**src/bvf_pkg.sv**
```systemverilog
// Constants and types for the V and F bit timing block
package bvf_pkg;
  localparam int          NUM_REGS       = 6;
  localparam logic [7:0]  ADDR_FIRST     = 8'he5;
  localparam logic [7:0]  ADDR_NTSC_VBEG = 8'he5;
  localparam logic [7:0]  ADDR_NTSC_VEND = 8'he6;
  localparam logic [7:0]  ADDR_NTSC_FTOG = 8'he7;
  localparam logic [7:0]  ADDR_PAL_VBEG  = 8'he8;
  localparam logic [7:0]  ADDR_PAL_VEND  = 8'he9;
  localparam logic [7:0]  ADDR_PAL_FTOG  = 8'hea;
  localparam logic [7:0]  ADDR_LAST      = 8'hea;
  // Field positions
  localparam int          COUNT_LSB      = 0;
  localparam int          COUNT_W        = 5;
  localparam int          POL_BIT        = 5;
  localparam int          EVEN_DLY_BIT   = 6;
  localparam int          ODD_DLY_BIT    = 7;
  // Reset values
  localparam logic [7:0]  RST_NTSC_VBEG  = 8'h05;
  localparam logic [7:0]  RST_NTSC_VEND  = 8'h04;
  localparam logic [7:0]  RST_NTSC_FTOG  = 8'h03;
  localparam logic [7:0]  RST_PAL_VBEG   = 8'h05;
  localparam logic [7:0]  RST_PAL_VEND   = 8'h14;
  localparam logic [7:0]  RST_PAL_FTOG   = 8'h03;
  // Slot order within one standard
  localparam int          SLOT_VBEG      = 0;
  localparam int          SLOT_VEND      = 1;
  localparam int          SLOT_FTOG      = 2;
  localparam int          PAL_BASE       = 3;
  localparam logic [5:0]  LINE_MAX       = 6'h3f;
  localparam logic [7:0]  UNMAPPED_RDATA = 8'h00;

  typedef struct packed {
    logic       odd_dly;
    logic       even_dly;
    logic       polarity;
    logic [4:0] count;
  } bvf_edge_t;

  typedef struct packed {
    logic       wr;
    logic       rd;
    logic [7:0] addr;
    logic [7:0] wdata;
  } bvf_req_t;
endpackage

```
**src/bvf_timing.sv**
```systemverilog
// V and F bit placement for the BT.656 output, NTSC and PAL
`timescale 1ns/100ps
module bvf_timing (
  input  wire logic            core_clk,
  input  wire logic            sys_rst,
  input  wire logic            ce,
  input  wire bvf_pkg::bvf_req_t reg_req,
  output logic [7:0]           reg_rdata,
  input  wire logic            line_strobe,
  input  wire logic            counter_rollover,
  input  wire logic            pal_mode,
  output logic                 vblank_bit,
  output logic                 field_bit,
  output logic [5:0]           internal_line_counter
);
  localparam logic [7:0] RST_VALS [bvf_pkg::NUM_REGS] = '{
    bvf_pkg::RST_NTSC_VBEG, bvf_pkg::RST_NTSC_VEND, bvf_pkg::RST_NTSC_FTOG,
    bvf_pkg::RST_PAL_VBEG,  bvf_pkg::RST_PAL_VEND,  bvf_pkg::RST_PAL_FTOG};

  logic [7:0]        regs_r [bvf_pkg::NUM_REGS];
  logic [7:0]        reg_rdata_r;
  logic [5:0]        line_r;
  logic [5:0]        line_nxt;
  logic              vblank_r;
  logic              field_r;
  logic              par_r;
  logic              par_now;
  logic [7:0]        offs;
  logic              in_map;
  logic [2:0]        base;
  bvf_pkg::bvf_edge_t cfg_beg;
  bvf_pkg::bvf_edge_t cfg_end;
  bvf_pkg::bvf_edge_t cfg_tog;
  logic [5:0]        eff_beg;
  logic [5:0]        eff_end;
  logic [5:0]        eff_tog;
  logic              hit_beg;
  logic              hit_end;
  logic              hit_tog;

  // Extra line taken from the delay bit of the current field
  function automatic logic [5:0] eff_line(input bvf_pkg::bvf_edge_t e, input logic odd);
    logic dly;
    dly = odd ? e.odd_dly : e.even_dly;
    eff_line = {1'b0, e.count} + {5'h00, dly};
  endfunction

  assign offs   = reg_req.addr - bvf_pkg::ADDR_FIRST;
  assign in_map = (reg_req.addr >= bvf_pkg::ADDR_FIRST) && (reg_req.addr <= bvf_pkg::ADDR_LAST);

  // Register slots, all eight bits stored as written
  genvar gi;
  generate
    for (gi = 0; gi < bvf_pkg::NUM_REGS; gi++) begin : g_reg
      always_ff @(posedge core_clk or posedge sys_rst) begin
        if (sys_rst) begin
          regs_r[gi] <= RST_VALS[gi];
        end else if (ce && reg_req.wr && in_map && offs == 8'(gi)) begin
          // Bit 7 kept and steers the odd field delay
          regs_r[gi] <= reg_req.wdata;
        end
      end
    end
  endgenerate

  // Read port, unmapped addresses read zero
  always_ff @(posedge core_clk or posedge sys_rst) begin
    if (sys_rst) begin
      reg_rdata_r <= 8'h00;
    end else if (ce && reg_req.rd) begin
      if (in_map) begin
        reg_rdata_r <= regs_r[offs[2:0]];
      end else begin
        reg_rdata_r <= bvf_pkg::UNMAPPED_RDATA;
      end
    end
  end
  assign reg_rdata = reg_rdata_r;

  // Standard selection
  always_comb begin
    base    = pal_mode ? 3'(bvf_pkg::PAL_BASE) : 3'h0;
    cfg_beg = regs_r[base + 3'(bvf_pkg::SLOT_VBEG)];
    cfg_end = regs_r[base + 3'(bvf_pkg::SLOT_VEND)];
    cfg_tog = regs_r[base + 3'(bvf_pkg::SLOT_FTOG)];
  end

  // Effective lines with per-field delay
  assign eff_beg = eff_line(cfg_beg, par_now);
  assign eff_end = eff_line(cfg_end, par_now);
  assign eff_tog = eff_line(cfg_tog, par_now);

  // Line number after this strobe, saturating
  always_comb begin
    if (counter_rollover) begin
      line_nxt = 6'h00;
    end else if (line_r == bvf_pkg::LINE_MAX) begin
      line_nxt = line_r;
    end else begin
      line_nxt = line_r + 6'h01;
    end
  end

  assign hit_beg = line_strobe && (line_nxt == eff_beg);
  assign hit_end = line_strobe && (line_nxt == eff_end);
  assign hit_tog = line_strobe && (line_nxt == eff_tog);

  // Lines since rollover
  always_ff @(posedge core_clk or posedge sys_rst) begin
    if (sys_rst) begin
      line_r <= 6'h00;
    end else if (ce && line_strobe) begin
      line_r <= line_nxt;
    end
  end
  assign internal_line_counter = line_r;

  // V bit: rise at begin, fall at end; end wins on a tie
  always_ff @(posedge core_clk or posedge sys_rst) begin
    if (sys_rst) begin
      vblank_r <= 1'b0;
    end else if (ce) begin
      if (hit_end) begin
        vblank_r <= 1'b0;
      end else if (hit_beg) begin
        vblank_r <= 1'b1;
      end
    end
  end
  assign vblank_bit = vblank_r;

  // F bit toggle
  always_ff @(posedge core_clk or posedge sys_rst) begin
    if (sys_rst) begin
      field_r <= 1'b0;
    end else if (ce && hit_tog) begin
      field_r <= ~field_r;
    end
  end
  assign field_bit = field_r;

  // Field parity held from rollover, so F toggles once per field
  always_ff @(posedge core_clk or posedge sys_rst) begin
    if (sys_rst) begin
      par_r <= 1'b0;
    end else if (ce && line_strobe && counter_rollover) begin
      par_r <= field_r;
    end
  end
  assign par_now = (line_strobe && counter_rollover) ? field_r : par_r;

  // Checks
  AST_F_TOGGLES: assert property (@(posedge core_clk) disable iff (sys_rst)
    ce && hit_tog |=> field_bit != $past(field_bit))
    else $error("F bit did not toggle at its line");
  AST_F_STEADY: assert property (@(posedge core_clk) disable iff (sys_rst)
    !(ce && hit_tog) |=> field_bit == $past(field_bit))
    else $error("F bit changed off its line");
  AST_F_DELAY: assert property (@(posedge core_clk) disable iff (sys_rst)
    ce && line_strobe && !par_now && cfg_tog.even_dly && line_nxt == {1'b0, cfg_tog.count}
    |=> field_bit == $past(field_bit))
    else $error("Even field delay ignored for F");
  AST_V_END_EVEN: assert property (@(posedge core_clk) disable iff (sys_rst)
    ce && hit_end && !par_now |=> !vblank_bit)
    else $error("V did not fall in even field");
  AST_V_END_ODD: assert property (@(posedge core_clk) disable iff (sys_rst)
    ce && hit_end && par_now |=> !vblank_bit)
    else $error("V did not fall in odd field");
  AST_V_BEGIN: assert property (@(posedge core_clk) disable iff (sys_rst)
    ce && hit_beg && !hit_end |=> vblank_bit)
    else $error("V did not rise at begin line");
  AST_V_BEG_DLY: assert property (@(posedge core_clk) disable iff (sys_rst)
    ce && line_strobe && par_now && cfg_beg.odd_dly && !vblank_r && !hit_end
    && line_nxt == {1'b0, cfg_beg.count} |=> !vblank_bit)
    else $error("Odd field delay ignored for V rise");
  AST_V_END_DLY: assert property (@(posedge core_clk) disable iff (sys_rst)
    ce && line_strobe && !par_now && cfg_end.even_dly && vblank_r && !hit_beg
    && line_nxt == {1'b0, cfg_end.count} |=> vblank_bit)
    else $error("Even field delay ignored for V fall");
  AST_V_HOLD: assert property (@(posedge core_clk) disable iff (sys_rst)
    !(ce && (hit_beg || hit_end)) |=> $stable(vblank_bit))
    else $error("V changed off its edges");
  AST_PAL_SEL: assert property (@(posedge core_clk) disable iff (sys_rst)
    pal_mode && ce && line_strobe
    && line_nxt == eff_line(regs_r[bvf_pkg::PAL_BASE + bvf_pkg::SLOT_FTOG], par_now)
    |=> field_bit != $past(field_bit))
    else $error("PAL toggle settings not selected");
  AST_NTSC_BEG: assert property (@(posedge core_clk) disable iff (sys_rst)
    !pal_mode && ce && line_strobe
    && line_nxt == eff_line(regs_r[bvf_pkg::SLOT_VBEG], par_now)
    && line_nxt != eff_line(regs_r[bvf_pkg::SLOT_VEND], par_now)
    |=> vblank_bit)
    else $error("NTSC begin settings not selected");
  AST_FREEZE: assert property (@(posedge core_clk) disable iff (sys_rst)
    !ce |=> $stable(vblank_bit) && $stable(field_bit) && $stable(line_r))
    else $error("State moved with clock enable low");
  AST_LINE_ROLL: assert property (@(posedge core_clk) disable iff (sys_rst)
    ce && line_strobe && counter_rollover |=> internal_line_counter == 6'h00)
    else $error("Line counter did not restart at rollover");
  AST_LINE_STEP: assert property (@(posedge core_clk) disable iff (sys_rst)
    ce && line_strobe && !counter_rollover && line_r != bvf_pkg::LINE_MAX
    |=> internal_line_counter == $past(line_r) + 6'h01)
    else $error("Line counter did not advance on a line");
  AST_PAR_LATCH: assert property (@(posedge core_clk) disable iff (sys_rst)
    ce && line_strobe && counter_rollover |=> par_r == $past(field_r))
    else $error("Field parity not taken at rollover");

  COV_V_PULSE: cover property (@(posedge core_clk) disable iff (sys_rst)
    ce && hit_beg ##[1:1000] ce && hit_end);
  COV_F_TOGGLE: cover property (@(posedge core_clk) disable iff (sys_rst) ce && hit_tog);
  COV_PAL_V: cover property (@(posedge core_clk) disable iff (sys_rst)
    pal_mode && ce && hit_beg);
  COV_DELAYED: cover property (@(posedge core_clk) disable iff (sys_rst)
    ce && hit_end && par_now && cfg_end.odd_dly);
  COV_F_DELAYED: cover property (@(posedge core_clk) disable iff (sys_rst)
    ce && hit_tog && !par_now && cfg_tog.even_dly);
endmodule

```
**config.mk**
```make
export PLATFORM = sky130hd
export DESIGN_NAME = bvf_timing
export DESIGN_NICKNAME = d
export VERILOG_FILES = /design/src/bvf_pkg.sv /design/src/bvf_timing.sv
export SDC_FILE = /design/constraint.sdc
export NUM_CORES = 1
export LEC_CHECK = 0
export BUFFER_PORTS_ARGS = -buffer_cell sky130_fd_sc_hd__buf_2
export CAP_MARGIN = 20
export CORE_MARGIN = 2
export CORE_UTILIZATION = 50
export CTS_CLUSTER_DIAMETER = 40
export DETAILED_ROUTE_END_ITERATION = 7
export PLACE_DENSITY = 0.77
export SLEW_MARGIN = 25
export SYNTH_ARGS = -nofsm -noshare
export SYNTH_HDL_FRONTEND = slang
export SYNTH_SLANG_ARGS = --single-unit
```
**constraint.sdc**
```tcl
create_clock -name core_clk -period 5.3 [get_ports core_clk]
set_input_delay 0.265 -clock core_clk [delete_from_list [all_inputs] [get_ports core_clk]]
set_output_delay 0.265 -clock core_clk [all_outputs]
set_load 0.03 [all_outputs]
```
## After elaboration in Yosys (flattened, before gate mapping)

Index checks and enable logic that the tools add are counted.

| word-level totals | value |
|---|---|
| flip-flop bits (word level) | 65 |
| input bits | 24 |
| output and inout port bits | 16 |
| logic and storage cells | 80 |

| cells by class | value |
|---|---|
| $add $sub $neg | 7 |
| magnitude comparators | 6 |
| equality and inequality tests | 9 |
| multiplexer cells | 22 |
| bitwise gates (word level) | 5 |
| reductions and logical operators | 20 |

Operator list:

| operator | count |
|---|---|
| binary-select mux 8 bit (select 3 bit) | 4 |
| 2-to-1 mux 8 bit | 9 |
| adder 5 x 1 -> 6 bit | 3 |
| == test 6 bit | 3 |
| logical AND 1 bit | 17 |
| == test 8 x 2 -> 1 bit, second input constant | 2 |
| == test 8 x 3 -> 1 bit, second input constant | 2 |
| greater-or-equal comparator 4 bit, second input constant | 4 |
| 2-to-1 mux 6 bit | 2 |
| inverter 3 -> 4 bit | 3 |
| == test 8 x 1 -> 1 bit, second input constant | 1 |
| greater-or-equal comparator 8 bit, second input constant | 1 |
| less-or-equal comparator 8 bit, second input constant | 1 |
| zero test 8 bit | 1 |
| subtractor 8 bit, second input constant | 1 |
| adder 6 x 1 -> 6 bit, second input constant | 1 |
| == test 6 bit, second input constant | 1 |
| 2-to-1 mux 1 bit | 6 |
| inverter 2 -> 4 bit | 1 |
| adder 2 x 1 -> 3 bit, second input constant | 1 |
| adder 2 x 2 -> 3 bit, second input constant | 1 |
| 2-to-1 mux 2 bit | 1 |
| AND reduction 2 bit | 1 |
| nonzero test 2 bit | 1 |
| inverter 1 bit | 1 |

## Depth between registers and ports, before layout

| logic depth | value |
|---|---|
| depth after elaboration | 12 |
| depth in mapped cells | 13 |
| mapped depth without buffers | 11 |

## Least setup slack after synthesis

No wires, ideal clock.

| timing | value |
|---|---|
| path kind | input -> register |
| start point | input counter_rollover |
| end point | register vblank_r (netlist: vblank_bit) |
| setup time | 0.088 ns |
| arrival | 2.931 ns |
| data required time | 5.212 ns |
| slack | 2.280 ns |
| stages on the path | 13 |
| buffers on the path | 2 |
| cells stage by stage | clkbuf_1 > clkbuf_1 > nand2_1 > mux2i_1 > mux4_2 > ha_1 > ha_1 > nand4b_1 > nand2_1 > xnor3_1 > nor4b_1 > a41oi_1 > a41oi_1 |

| on the way | value |
|---|---|
| word-level cells in the longest chain between the ends | 8 |
| elaborated cells on any way between the ends | 14 |
| classes of those cells | add/sub: 2; eq/ne: 2; mux: 5; reduce/logical: 5 |

Ends and longest elaborated chain:

| element | RTL line | source |
|---|---|---|
| start, declared | bvf_timing.sv:10 | `input wire logic counter_rollover,` |
| logical AND 1 bit | bvf_timing.sv:150 | `assign par_now = (line_strobe && counter_rollover) ? field_r : par_r;` |
| 2-to-1 mux 1 bit | bvf_timing.sv:150 |  |
| 2-to-1 mux 1 bit | bvf_timing.sv:44 | `dly = odd ? e.odd_dly : e.even_dly;` |
| adder 5 x 1 -> 6 bit | bvf_timing.sv:45 | `eff_line = {1'b0, e.count} + {5'h00, dly};` |
| == test 6 bit, on equally long branches | bvf_timing.sv:104, bvf_timing.sv:105 |  |
| logical AND 1 bit, on equally long branches | bvf_timing.sv:104, bvf_timing.sv:105 |  |
| nonzero test 2 bit (no line) | -- |  |
| AND reduction 2 bit (no line) | -- |  |
| end signal, assigned | bvf_timing.sv:121 | `vblank_r <= 1'b0;` |
| end signal, assigned | bvf_timing.sv:124 | `vblank_r <= 1'b0;` |
| end signal, assigned | bvf_timing.sv:126 | `vblank_r <= 1'b1;` |
| end, declared | bvf_timing.sv:24 | `logic vblank_r;` |

Several ways; a longest one is shown, not always the timed one.
A chain may end at the register's enable or synchronous reset.

## Final worst setup path

| timing | value |
|---|---|
| start point | register field_r (netlist: field_bit) |
| end point | register vblank_r (netlist: vblank_bit) |

| on the way | value |
|---|---|
| word-level cells in the longest chain between the ends | 7 |
| elaborated cells on any way between the ends | 12 |
| classes of those cells | add/sub: 2; eq/ne: 2; mux: 4; reduce/logical: 4 |

Ends and longest elaborated chain:

| element | RTL line | source |
|---|---|---|
| start, declared | bvf_timing.sv:25 | `logic field_r;` |
| start signal, assigned | bvf_timing.sv:137 | `field_r <= ~field_r;` |
| 2-to-1 mux 1 bit * | bvf_timing.sv:150 |  |
| 2-to-1 mux 1 bit | bvf_timing.sv:44 |  |
| adder 5 x 1 -> 6 bit | bvf_timing.sv:45 |  |
| == test 6 bit, on equally long branches | bvf_timing.sv:104, bvf_timing.sv:105 |  |
| logical AND 1 bit, on equally long branches | bvf_timing.sv:104, bvf_timing.sv:105 |  |
| nonzero test 2 bit (no line) | -- |  |
| AND reduction 2 bit (no line) | -- |  |

Every way passes the cells marked *; elsewhere a longest branch is shown, timed or not.

==> results.yml <==
clocking:
  cts_resized: 0
  postCtsSetupBuffers: 0
  cts_htree_levels: 3
  numCtsBuffers: 9
  cts.path.max_buffers: 2
  clock-root-buffer: "clkbuf_8"
  numClockSinks: 65
  clk_pin_slew_ns: 0.07
  cts_tree: "done"
  clk_latency_ns: 0.34
  hold_buffers: 0
sta:
  finClkSkew_ns: 0.00558
  setup_ws_ns: 2.33
  final.setup.tns_ns: 0
  worst_slew_pin_slew_ns: 0.888
  slew_violations: 0
  period_minus_slack_ns: 2.97
  hold_viol: 0
  finalSetupViolCount: 0
  fin_crit_sh: 0.560
  slew_headroom: 0.404
  fmax_mhz: 337
  rsz0062_at_grt: "no"
yosys:
  synthTopCellsByArea: "dfrtp_1 33%, mux2_2 15%, dfstp_2 7.0%, mux4_2 6.0%, mux2i_1 4.1%"
  synth_top_area_share: 0.329
  synth_compound_area_frac: 0.107
  ys.flop_type: "dfrtp_1"
  yosysWarnings: 0
  synthAdderAreaFrac: 0.0335
  synth_top_family_by_area: "multiplexers"
  synth_xor_area_frac: 0.0536
  mappedNetlistNets: 394
  synth_edf_count: 0
  synth.avg_cell_area_um2: 11.5
  ys_types: 62
  synth_cells: 359
  synthMuxAreaShare: 0.252
  synth_top_area_cell: "dfrtp_1"
  netlist_area_um2: 4110
  yosysSeqAreaShare: 0.399
  ys_async_sr_fraction: 1.00
  ys_ff_latch: 65
  yosys.area_share.simple: 0.134
finish:
  nNetsFinal: 428
  areaGrowthSynthToFinish_pct: 10.7
  most-common-layout-cells: "54 x mux2_2, 54 x dfrtp_1, 39 x buf_2, 26 x nand2_1, 18 x o21ai_0"
  antenna_cells: 0
  drive_gt1_frac: 0.369
worst_setup_path:
  path_max_fanout: 4
  critical_path_buf_inv_count: 0
  startpoint_type: "flop"
  cp_cell_sequence: "mux2i_1 > mux4_2 > ha_1 > ha_1 > nand4_1 > nand2_1 > xnor3_1 > nor4b_1 > a41oi_1 > a41oi_1"
  critPathSlowestCell: "mux2i_1"
  critPathMaxStageDelay_ns: 0.44
  cp-end-kind: "flop"
  setup.worst_path.class: "flop to flop"
  critPathTopFamily: "multiplexers"
  cp_data_arrival_time_ns: 3.22
  required_ns: 5.55
power:
  peakVddDrop_v: 0.000119
  leakagePower_nw: 2.08
  p_per_area_nw_per_um2: 240
global_routing:
  first_global_vias: 2947
  overflow: 0
  grt_pass1_wl_mm: 15.4
  grt_max_degree: 66
  antenna_found_initial: 0
  grt_usage: 0.229
worst_hold_path:
  hold_class: "input port to asynchronous set/reset pin"
place:
  portBuffers: 39
  gp_congestion: 0.930
  pre_cts_ws_ns: 2.03
  dp_hpwl_mm: 7.06
floorplanning:
  die_height_um: 94.7
  num_rows: 33
  io_pins: 40
  core-area_um2: 8090
  dieArea_um2: 8960
  die_w_um: 94.7
  start_util: 0.508
routing:
  dr.pass1.iters: 4
  vias: 3040
  routed_wl_mm: 9.56
  drc: 0
  ant_nets: 0
  wl_per_cell_um: 19.0
  avgViaCountPerCell: 6.04
  drt_iter0_drc: 193
job:
  maxCapViolCount: 0
status:
  status: "finished clean"
sequential cells by signal, indices dropped and copies added (netlist names):
name	count
field_bit	1
internal_line_counter	6
par_r	1
reg_rdata	8
regs_r	48
vblank_bit	1
logic make-up after synthesis:
kind of cell	Yosys count
AND/OR/NAND/NOR	93
XOR/XNOR	22
flip-flops	65
adder cells (fa/ha/maj)	11
multiplexers	83
buffers and inverters	20
AO/OA/AOI/OAI	65
tightest hold or removal path, cell delays in order:
cell and delay (ns):
buf_2 0.10, inv_2 0.03, buf_4 0.61
cell type report:
| cell class | instances | area, um^2 |
|---|---|---|
| Multi-Input combinational cell | 274 | 2390 |
| Inverter | 3 | 11.3 |
| Fill cell | 728 | 3540 |
| Timing Repair Buffer | 40 | 203 |
| Clock inverter | 5 | 31.3 |
| Tap cell | 105 | 131 |
| Clock buffer | 11 | 141 |
| Sequential cell | 65 | 1640 |
stage by stage:
stage               utilization  instances  hold slack (ns)  total power, mW  area, um^2
floorplan                     -        359            0.397            0.671        4110
finish                    0.562        503            0.153             1.09        4550
global placement          0.540        487            0.469            0.718        4370
detailed placement        0.540        487            0.476            0.727        4370
global route              0.562        503            0.218             1.14        4550
CTS                       0.561        503            0.183             1.10        4540
path summary, 6_finish.rpt:
| path | to | cells after the start | startpoint | slack (ns) |
|---|---|---|---|---|
| worst min register to register | reg_rdata[7] | 2 | reg_rdata[7] | 0.49 |
| max in group asynchronous | regs_r[32] | 3 | sys_rst | 4.63 |
| worst max register to register | vblank_bit | 10 | field_bit | 2.33 |
| worst max-delay path | vblank_bit | 10 | field_bit | 2.33 |
| min in group core_clk | regs_r[29] | 2 | reg_req[5] | 0.22 |
| worst min-delay path | regs_r[28] | 3 | sys_rst | 0.15 |
cell usage after synthesis, types with 3 or more instances:
cell type   n
inv_1       3
nand3_1     6
a21oi_1    12
dfstp_2    11
a211o_1     3
nor3_1     11
mux2i_1    17
clkbuf_1    5
or2_2       4
nand2_1    26
nand2_2     3
nor2_1      5
a31oi_1     4
xnor2_1    13
mux2_2     54
nor2b_1     6
nand4b_1    4
nand2b_1    4
buf_2      10
and3_1      3
xor2_1      7
nand4_1     6
mux4_2     11
dfrtp_1    54
ha_1       11
o21ai_0    18
report_power, final:
group / leakage [nW] / switching [mW] / internal (mW)
sequential: 0.858 / 0.0242 / 0.515
clock: 0.0895 / 0.191 / 0.182
combinational: 1.14 / 0.110 / 0.0673
total: 2.08 / 0.326 / 0.764
per-layer routing:
metal,global-route usage,vias to the layer above,share of wire
li1,-,1433,-
met1,0.309,1519,0.46
met2,0.364,77,0.48
met3,0.0551,11,0.045
met4,0.0773,0,0.014
met5,0,-,0
No activity file was read; power rests on OpenSTA's default activity.
